**config.mk**
```make
export PLATFORM = sky130hd
export DESIGN_NAME = rms_sampler
export DESIGN_NICKNAME = d
export VERILOG_FILES = /design/src/hdl/rms_pkg.sv /design/src/hdl/rms_sync.sv /design/src/hdl/rms_sampler.sv
export SDC_FILE = /design/constraint.sdc
export NUM_CORES = 1
export LEC_CHECK = 0
export BUFFER_PORTS_ARGS = -buffer_cell sky130_fd_sc_hd__buf_2
export CORE_ASPECT_RATIO = 1.75
export CORE_MARGIN = 2
export CORE_UTILIZATION = 43
export DETAILED_ROUTE_END_ITERATION = 16
export PLACE_DENSITY_LB_ADDON = 0.2
export SYNTH_ARGS = -nofsm -noshare
export SYNTH_HDL_FRONTEND = slang
export SYNTH_SLANG_ARGS = --single-unit
```
**constraint.sdc**
```tcl
create_clock -name i_core_clk -period 1.9 [get_ports i_core_clk]
set_input_delay 0.38 -clock i_core_clk [delete_from_list [all_inputs] [get_ports i_core_clk]]
set_output_delay 0.38 -clock i_core_clk [all_outputs]
set_load 0.02 [all_outputs]
```
**src/hdl/rms_pkg.sv**
```systemverilog
// Constants and types for the reset mode strap sampler
package rms_pkg;
    localparam int          RMS_DATA_W          = 16;
    localparam int          RMS_CS_W            = 11;
    localparam int          RMS_ADDR_W          = 24;
    localparam int          RMS_SYNC_W          = 2;
    localparam int          RMS_BIT_PORT_SIZE   = 0;
    localparam int          RMS_BIT_CS_LOW      = 1;
    localparam int          RMS_BIT_CS_MID      = 2;
    localparam int          RMS_BIT_HIADDR_LO   = 3;
    localparam int          RMS_BIT_HIADDR_HI   = 7;
    localparam int          RMS_BIT_STROBE_PORT = 8;
    localparam int          RMS_BIT_IRQ_PORT    = 9;
    localparam int          RMS_BIT_RESERVED    = 11;
    localparam int          RMS_FIRST_CS_ADDR   = 6;
    localparam int          RMS_SYSTEM_CLOCK_OUTPUT_NS       = 50;
    localparam int          RMS_FIRST_CYC_DLY   = 10;
    localparam int          RMS_FIRST_CYC_NS    = RMS_FIRST_CYC_DLY * RMS_SYSTEM_CLOCK_OUTPUT_NS;
    localparam logic [15:0] RMS_STRAP_DEFAULT   = 16'hFFFF;
    localparam logic [23:0] RMS_VECTOR_ADDR     = 24'h000000;
    localparam logic [2:0]  RMS_FC_SUPER_PROG   = 3'h6;

    typedef enum logic [1:0] {
        RMS_ST_RESET = 2'b00,
        RMS_ST_WAIT  = 2'b01,
        RMS_ST_RUN   = 2'b10
    } rms_state_t;
endpackage : rms_pkg

```
**src/hdl/rms_sync.sv**
```systemverilog
// Two-flop level synchroniser
`timescale 1ns/1ps
`default_nettype none
module rms_sync #(
    parameter logic RESET_VAL = 1'b1
) (
    // Clock and reset
    input  wire logic i_core_clk,
    input  wire logic i_rst,
    // Level
    input  wire logic i_level,
    output logic      o_level
);
    logic meta_r;
    logic meta_nxt;
    logic sync_r;
    logic sync_nxt;

    always_comb begin
        meta_nxt = i_rst ? RESET_VAL : i_level;
        sync_nxt = i_rst ? RESET_VAL : meta_r;
    end

    always_ff @(posedge i_core_clk) begin
        meta_r <= meta_nxt;
        sync_r <= sync_nxt;
    end

    assign o_level = sync_r;
endmodule : rms_sync
`default_nettype wire

```
**src/hdl/rms_sampler.sv**
```systemverilog
// Reset-time configuration strap sampler
// Operation
// - Undriven data lines read high by default
// - First bus cycle ten clocks after release
// - Boot select active at release, vectors zero
// - Data bit 0 low gives 8-bit boot
// - Bits 1,2 pick chip-select groups function
// - Bits 3-7 low turn selects into addresses
// - Bit 8 low gives strobe pins to port
// - Bit 9 low gives interrupt pins to port
// - Clock strap high selects synthesizer clock
// - Breakpoint low at release enables debug
// - Breakpoint high at release disables debug
// - Relatch each release; hold until reset
// - Breakpoint synchronised; must be low two clocks before release
// - Module pins default to input ports
`timescale 1ns/1ps
`default_nettype none
module rms_sampler
    import rms_pkg::*;
#(
    parameter int DATA_W = rms_pkg::RMS_DATA_W,
    parameter int CS_W   = rms_pkg::RMS_CS_W
) (
    // Clock and reset
    input  wire logic                i_core_clk,
    input  wire logic                i_rst,
    // Strap inputs, captured on the first clock edge that sees reset low; i_internal_breakpoint is not captured, only used live
    input  wire logic [DATA_W-1:0]   i_data_strap,
    input  wire logic [DATA_W-1:0]   i_data_strap_oe_n,
    input  wire logic                i_clock_source_strap,
    input  wire logic                i_breakpoint_request_n,
    input  wire logic                i_internal_breakpoint,
    // Boot and bus start
    output logic                     o_boot_memory_select_n,
    output logic                     o_first_bus_cycle,
    output logic [rms_pkg::RMS_ADDR_W-1:0] o_vector_addr,
    output logic [2:0]               o_vector_fc,
    output logic                     o_boot_port_8bit,
    // Pin assignment
    output logic                     o_cs_low_alt,
    output logic                     o_cs_mid_alt,
    output logic [CS_W-1:0]          o_cs_is_addr,
    output logic                     o_strobe_gpio_port,
    output logic                     o_interrupt_gpio_port,
    output logic                     o_reserved_mode_err,
    // Clock and debug
    output logic                     o_use_synthesizer,
    output logic                     o_background_debug_mode_en,
    output logic                     o_enter_debug,
    output logic                     o_breakpoint_exception,
    // Module ports
    output logic                     o_module_pin_func_en,
    output logic                     o_port_dir_out
);
    import rms_pkg::*;

    function automatic logic [CS_W-1:0] hiaddr_map(input logic [DATA_W-1:0] d);
        logic [CS_W-1:0] m;
        m = '0;
        for (int b = RMS_BIT_HIADDR_LO; b <= RMS_BIT_HIADDR_HI; b++) begin
            if (!d[b]) begin
                for (int c = RMS_FIRST_CS_ADDR; c <= b + RMS_FIRST_CS_ADDR - RMS_BIT_HIADDR_LO; c++) begin
                    m[c] = 1'b1;
                end
            end
        end
        return m;
    endfunction : hiaddr_map

    rms_state_t        state_r;
    rms_state_t        state_nxt;
    logic [3:0]        dly_r;
    logic [3:0]        dly_nxt;
    logic [DATA_W-1:0] strap_r;
    logic [DATA_W-1:0] strap_nxt;
    logic              clk_strap_r;
    logic              clk_strap_nxt;
    logic              bdm_r;
    logic              bdm_nxt;
    logic              first_r;
    logic              first_nxt;
    logic              breakpoint_request_sync_n;
    logic              breakpoint_request_prev_r;
    logic              breakpoint_request_prev_nxt;
    logic [DATA_W-1:0] pins_eff;
    logic              boot_8bit_r;
    logic              boot_8bit_nxt;
    logic              cs_low_r;
    logic              cs_low_nxt;
    logic              cs_mid_r;
    logic              cs_mid_nxt;
    logic [CS_W-1:0]   cs_addr_r;
    logic [CS_W-1:0]   cs_addr_nxt;
    logic              strobe_port_r;
    logic              strobe_port_nxt;
    logic              irq_port_r;
    logic              irq_port_nxt;
    logic              reserved_r;
    logic              reserved_nxt;
    logic              synth_r;
    logic              synth_nxt;

    // Synchroniser adds latency, so a level must be low two clocks before release
    // Never reset, since the pin has to be followed while reset is held
    rms_sync #(.RESET_VAL(1'b1)) u_breakpoint_request_sync (
        .i_core_clk (i_core_clk),
        .i_rst      (1'b0),
        .i_level    (i_breakpoint_request_n),
        .o_level    (breakpoint_request_sync_n)
    );

    // Undriven lines fall to the weak pull-up value
    assign pins_eff = (i_data_strap | i_data_strap_oe_n);

    always_comb begin
        state_nxt     = state_r;
        dly_nxt       = dly_r;
        strap_nxt     = strap_r;
        clk_strap_nxt = clk_strap_r;
        bdm_nxt       = bdm_r;
        first_nxt     = 1'b0;
        breakpoint_request_prev_nxt = breakpoint_request_sync_n;
        unique case (state_r)
            RMS_ST_RESET: begin
                // Capture happens on the release edge only, values then frozen
                strap_nxt     = pins_eff;
                clk_strap_nxt = i_clock_source_strap;
                bdm_nxt       = ~breakpoint_request_sync_n;
                dly_nxt       = 4'h0;
                if (!i_rst) begin
                    state_nxt = RMS_ST_WAIT;
                end
            end
            RMS_ST_WAIT: begin
                dly_nxt = dly_r + 4'h1;
                if (dly_r == 4'(RMS_FIRST_CYC_DLY - 2)) begin
                    first_nxt = 1'b1;
                    state_nxt = RMS_ST_RUN;
                end
            end
            RMS_ST_RUN: begin
                state_nxt = RMS_ST_RUN;
            end
            default: state_nxt = RMS_ST_RESET;
        endcase
        if (i_rst) begin
            state_nxt     = RMS_ST_RESET;
            dly_nxt       = 4'h0;
            strap_nxt     = DATA_W'(RMS_STRAP_DEFAULT);
            clk_strap_nxt = 1'b1;
            bdm_nxt       = 1'b0;
            first_nxt     = 1'b0;
            breakpoint_request_prev_nxt = 1'b1;
        end
    end

    always_ff @(posedge i_core_clk) begin
        state_r     <= state_nxt;
        dly_r       <= dly_nxt;
        strap_r     <= strap_nxt;
        clk_strap_r <= clk_strap_nxt;
        bdm_r       <= bdm_nxt;
        first_r     <= first_nxt;
        breakpoint_request_prev_r <= breakpoint_request_prev_nxt;
    end

    // Decoded map is registered so every configuration output leaves a flop
    always_comb begin
        boot_8bit_nxt   = ~strap_nxt[RMS_BIT_PORT_SIZE];
        cs_low_nxt      = ~strap_nxt[RMS_BIT_CS_LOW];
        cs_mid_nxt      = ~strap_nxt[RMS_BIT_CS_MID];
        cs_addr_nxt     = hiaddr_map(strap_nxt);
        strobe_port_nxt = ~strap_nxt[RMS_BIT_STROBE_PORT];
        irq_port_nxt    = ~strap_nxt[RMS_BIT_IRQ_PORT];
        reserved_nxt    = ~strap_nxt[RMS_BIT_RESERVED];
        synth_nxt       = clk_strap_nxt;
    end

    always_ff @(posedge i_core_clk) begin
        boot_8bit_r   <= boot_8bit_nxt;
        cs_low_r      <= cs_low_nxt;
        cs_mid_r      <= cs_mid_nxt;
        cs_addr_r     <= cs_addr_nxt;
        strobe_port_r <= strobe_port_nxt;
        irq_port_r    <= irq_port_nxt;
        reserved_r    <= reserved_nxt;
        synth_r       <= synth_nxt;
    end

    assign o_boot_memory_select_n = (state_r == RMS_ST_RESET);
    assign o_first_bus_cycle      = first_r;
    assign o_vector_addr          = RMS_VECTOR_ADDR;
    assign o_vector_fc            = RMS_FC_SUPER_PROG;
    assign o_boot_port_8bit       = boot_8bit_r;
    assign o_cs_low_alt           = cs_low_r;
    assign o_cs_mid_alt           = cs_mid_r;
    assign o_cs_is_addr           = cs_addr_r;
    assign o_strobe_gpio_port     = strobe_port_r;
    assign o_interrupt_gpio_port  = irq_port_r;
    assign o_reserved_mode_err    = reserved_r;
    assign o_use_synthesizer      = synth_r;
    assign o_background_debug_mode_en = bdm_r;

    // Falling edge of the synchronised pin or an internal breakpoint
    // Events wait for the first bus cycle so a late strap release is not taken as a request
    logic breakpoint_request_fall;
    logic breakpoint_request_event;
    assign breakpoint_request_fall  = breakpoint_request_prev_r && !breakpoint_request_sync_n;
    assign breakpoint_request_event = (state_r == RMS_ST_RUN) && (breakpoint_request_fall || i_internal_breakpoint);
    assign o_enter_debug          = breakpoint_request_event && bdm_r;
    assign o_breakpoint_exception = breakpoint_request_event && !bdm_r;

    assign o_module_pin_func_en   = 1'b0;
    assign o_port_dir_out         = 1'b0;
endmodule : rms_sampler
`default_nettype wire

```
==> results.json, run 1 <==
{
  "drt-vias-per-instance": 4.239,
  "cts_buffer_depth": 2,
  "area_growth_pct": 15.08,
  "cap_violations": 0,
  "ys_ff_latch": 34,
  "yosys.area_share.simple": 0.2029,
  "path_clk_slew_ps": 70,
  "finClkSkew_ps": 1.536,
  "yosysSeqAreaShare": 0.4434,
  "min_path_type": "in2reg",
  "endpoint_kind": "primary output",
  "synth_top_family_by_area": "buffers and inverters",
  "antenna_found_initial": 0,
  "synth_mux_area_frac": 0.006520,
  "nets": 261,
  "clockRootBuffer": "clkbuf_8",
  "cts_resized": 0,
  "syn_inst": 174,
  "wl_per_cell_um": 9.390,
  "io_buffers": 43,
  "hold_viol": 0,
  "dr.pass1.iters": 4,
  "final_common_cell": "buf_2",
  "fmax_ghz": 0.5575,
  "dieHeight_um": 83.05,
  "cp-start-kind": "flip-flop",
  "clk_latency_ps": 280,
  "syn_area_um2": 1535,
  "dr.first_iter.drc_count": 11,
  "whs_ps": 203.8,
  "gr-total-overflow": 0,
  "synth_fa_ha_area_frac": 0.04890,
  "die_area_um2": 4083,
  "core_um2": 3398,
  "initial_core_util": 0.4518,
  "synth_xor_area_frac": 0,
  "crit_path_start": "state_r[0]",
  "rsz0062_at_grt": "false",
  "grt_first_pass_wirelength_mm": 4.160,
  "post-cts-setup-buffers": 0,
  "grt_pass1_vias": 1024,
  "async_flop_share": 0,
  "cts_tree": "built",
  "synth_edf_count": 0,
  "cp_max_fo": 16,
  "antenna_cells": 0,
  "vdd_drop_max_mv": 0.9651,
  "r2r-start": "state_r[0]",
  "layout_common_cells": "buf_2 (43), conb_1 (35), dfxtp_1 (34)",
  "finalCriticalPeriod_ps": 1794,
  "drc": 0,
  "setup_ws_ps": 106.1,
  "min_from": "i_breakpoint_request_n",
  "fillers": 344,
  "yosysTopAreaCellShare": 0.4434,
  "final.period_utilization": 0.9441,
  "vias": 1119,
  "cts_buffers": 5,
  "ant_nets": 0,
  "ys.flop_type": "dfxtp_1",
  "status": "complete, no violations",
  "grt_max_degree": 17,
  "rows": 28,
  "synth_area_leaders": "dfxtp_1 (44%), buf_4 (18%), ha_1 (4.9%)",
  "cts_sinks": 34,
  "powerDensity_nw_per_um2": 1366,
  "synth.distinct_cells": 26,
  "dp_slack_ps": 378.4,
  "htree_levels": 2,
  "ys_warn_count": 0,
  "maxSlewViolCount": 0,
  "gp_congestion": 0.7385,
  "final_util": 0.5199,
  "required_ps": 1520,
  "synth_area_per_cell_um2": 8.823,
  "hpwl_mm": 1.855,
  "wl_mm": 2.479,
  "power_w": 0.002413,
  "setup_viol": 0,
  "worst-setup-path-type": "reg2out",
  "synth_area_leader_cell": "dfxtp_1",
  "leakagePower_nw": 0.8687,
  "synth_compound_area_frac": 0.08313,
  "arrival_ps": 1410,
  "totalNegativeSetupSlack_ps": 0,
  "io_pins": 89,
  "drive_above_1_share": 0.2648,
  "cts_hold_buf": 0,
  "grt.total_usage": 0.1280,
  "die_w_um": 49.17
}
-- kinds of logic after synthesis --
kind of cell,after synthesis
and+or+nand+nor,60
AOI/OAI and AO/OA,22
buffers and inverters,49
other,2
adders and majority gates,6
muxes,1
DFF,34
-- cells in the mapped netlist, drive strengths merged, types with 4 or more instances --
library cell	number
a21oi	9
buf	39
dfxtp	34
ha	6
inv	7
nand2	10
nand2b	6
nand3	4
nor2	17
nor2b	11
nor3	5
o21ai	9
-- flip-flops by register name, indices dropped and copies added (netlist names) --
| register | count |
|---|---|
| breakpoint_request_prev_r | 1 |
| dly_r | 4 |
| o_background_debug_mode_en | 1 |
| o_boot_port_8bit | 1 |
| o_cs_is_addr | 5 |
| o_cs_low_alt | 1 |
| o_cs_mid_alt | 1 |
| o_first_bus_cycle | 1 |
| o_interrupt_gpio_port | 1 |
| o_reserved_mode_err | 1 |
| o_strobe_gpio_port | 1 |
| o_use_synthesizer | 1 |
| state_r | 2 |
| strap_r | 11 |
| u_breakpoint_request_sync.meta_r | 1 |
| u_breakpoint_request_sync.o_level | 1 |
-- layer usage --
layer	share of wire	global-route usage	wire length, µm
met1	0.38	0.1277	950
met2	0.52	0.2260	1288
met3	0.074	0.03597	184
met4	0.023	0.07792	57
met5	0	0	0
-- path summary, 6_finish.rpt --
| path | end | slack (ps) | cells after the start |
|---|---|---|---|
| max | o_boot_memory_select_n | 110 | 4 |
| min | u_breakpoint_request_sync.meta_r | 200 | 1 |
| min reg2reg | u_breakpoint_request_sync.o_level | 330 | 0 |
| max reg2reg | o_cs_is_addr[6] | 360 | 7 |
-- where the power goes --
part / internal [W] / switching, W / total (W)
registers: 0.000864 / 0.0000591 / 0.000923
clock network: 0.000366 / 0.000245 / 0.000611
logic: 0.000312 / 0.000567 / 0.000879
total: 0.00154 / 0.000871 / 0.00241
-- critical path, stage by stage (launching register included) --
cell	delay [ps]
dfxtp_1	320
inv_1	110
ha_1	260
buf_4	240
buf_2	190
-- cell type report --
type                       count  area [µm²]  share of cell area
inverter                       7       26.28             0.01487
multi-input combinational    124       655.6              0.3711
clock buffer                   8       110.1             0.06232
timing repair buffer          46       237.7              0.1346
sequential                    34       680.7              0.3853
tap                           45       56.30             0.03187
-- per-stage QoR --
step / std cells / instance area (µm²)
after global placement: 256 / 1657
after global routing: 264 / 1767
after floorplan: 207 / 1659
after detailed placement: 256 / 1657
final: 264 / 1767
after CTS: 264 / 1767
(Power assumes the default switching activity.)
==> run 2: changes to the inputs <==
- PLACE_DENSITY: unset -> 0.82
- PLACE_DENSITY_LB_ADDON: 0.2 -> unset
==> run 2 against run 1 <==
  * Combinational power fell by 2%
  * Critical path depth did not move
  * Worst hold slack got worse by 9.5 ps
  * Core utilization fell by 0.074 points
  * Clock-buffer cell count fell by 3
  * Maximum frequency rose by 1.7%
  * Cell area fell by 0.14%
  * Sequential cell count did not move
==> results.json, run 2 (synthesis results as in run 1) <==
{
  "path_clk_slew_ps": 70,
  "totalNegativeSetupSlack_ps": 0,
  "worst-setup-path-type": "reg2out",
  "vias": 1103,
  "grt_max_degree": 21,
  "seqCellArea_um2": 680.7,
  "drive_above_1_share": 0.2661,
  "r2r-start": "state_r[0]",
  "largest_reg_flops": 11,
  "post-cts-setup-buffers": 0,
  "required_ps": 1520,
  "setup_ws_ps": 136.3,
  "power_w": 0.002418,
  "endpoint_kind": "primary output",
  "io_buffers": 43,
  "worstHoldEndpoint": "u_breakpoint_request_sync.meta_r",
  "rows": 28,
  "finalCriticalPeriod_ps": 1764,
  "maxSlewViolCount": 0,
  "nets": 260,
  "multi_input_area_um2": 658.1,
  "gp_congestion": 0.7219,
  "cts_buffer_depth": 2,
  "ant_nets": 0,
  "cp_max_fo": 20,
  "setup_viol": 0,
  "final.period_utilization": 0.9282,
  "dr.first_iter.drc_count": 11,
  "antenna_cells": 0,
  "fmax_ghz": 0.5670,
  "cp-start-kind": "flip-flop",
  "powerDensity_nw_per_um2": 1371,
  "status": "complete, no violations",
  "antenna_found_initial": 0,
  "grt_first_pass_wirelength_mm": 4.036,
  "final_util": 0.5191,
  "clk_latency_ps": 280,
  "die_area_um2": 4083,
  "fillers": 356,
  "area_growth_pct": 14.91,
  "gr-total-overflow": 0,
  "cts_tree": "built",
  "min_path_type": "in2reg",
  "cts_hold_buf": 0,
  "arrival_ps": 1380,
  "die_w_um": 49.17,
  "io_pins": 89,
  "grt_pass1_vias": 964,
  "hold_depth": 1,
  "dieHeight_um": 83.05,
  "htree_levels": 2,
  "min_from": "i_breakpoint_request_n",
  "cts_buffers": 5,
  "finClkSkew_ps": 4.455,
  "grt.total_usage": 0.1283,
  "slowest_stage": "dfxtp_1",
  "cap_violations": 0,
  "hpwl_mm": 1.779,
  "core_um2": 3398,
  "wl_mm": 2.355,
  "vdd_drop_max_mv": 0.6371,
  "final_common_cell": "buf_2",
  "crit_family": "buffers and inverters",
  "crit_buf_inv": 3,
  "hold_viol": 0,
  "clockRootBuffer": "clkbuf_8",
  "worst-r2r-cell-count": 6,
  "whs_ps": 194.3,
  "drt-vias-per-instance": 4.194,
  "initial_core_util": 0.4518,
  "dp_slack_ps": 276.2,
  "dr.pass1.iters": 4,
  "r2r_slack_ps": 360,
  "layout_common_cells": "buf_2 (43), conb_1 (35), dfxtp_1 (34)",
  "rsz0062_at_grt": "false",
  "path_cells": "inv_1 -> ha_2 -> buf_6 -> buf_2",
  "drc": 0,
  "cts_sinks": 34,
  "max_stage_delay_ps": 330,
  "r2r-end": "o_cs_is_addr[6]",
  "wl_per_cell_um": 8.954,
  "top_register": "strap_r",
  "leakagePower_nw": 0.8647
}
-- run 2: cell types whose count changed in the layout (fill, tap and decap cells not counted) --
cell       before  now
bufinv_16       0    1
ha_1            6    5
ha_2            0    1
buf_4           3    1
clkinv_2        0    2
clkbuf_8        8    5
buf_6           0    1
-- run 2: through the flow --
stage	area, µm²	std cells
finish	1764	263
global route	1764	263
global placement	1649	255
CTS	1760	263
floorplan	1659	207
detailed placement	1649	255
-- run 2: metal layers --
layer  part of all wire  vias up  wire (µm)  track usage
met1               0.40      473        931       0.1310
li1                   -      570          -            -
met2               0.51       58       1205       0.2138
met3              0.076        2        178      0.03957
met4              0.017        0         40      0.09351
met5                  0        -          0            0
-- run 2: worst max-delay path by stage --
stage	slack [ps]	to	start	cells past startpoint
final	140	o_boot_memory_select_n	state_r[0]	4
after global routing	9	o_boot_memory_select_n	state_r[0]	4
after CTS	50	o_boot_memory_select_n	state_r[0]	4
after detailed placement	280	o_boot_memory_select_n	state_r[1]	4
after global placement	300	o_boot_memory_select_n	state_r[0]	4
after floorplan	260	o_cs_is_addr[6]	state_r[0]	7
-- run 2: what timing repair did --
action,CTS,global route
endpoints found under the setup margin,1,1
resized for setup,1,1
hold endpoints to repair,0,0
-- run 2: power breakdown --
part / internal, W / total, W / switching [W] / leakage, nW
clock: 0.000385 / 0.000630 / 0.000245 / 0.0579
sequential: 0.000864 / 0.000924 / 0.0000597 / 0.280
combinational: 0.000311 / 0.000863 / 0.000552 / 0.527
total: 0.00156 / 0.00242 / 0.000857 / 0.865
-- run 2: area by class of cell --
class	instances	share of cell area
sequential	34	0.3858
multi-input combinational	124	0.3730
timing repair buffer	45	0.1326
clock buffer	5	0.03901
tap	45	0.03191
clock inverter	3	0.02270
inverter	7	0.01489
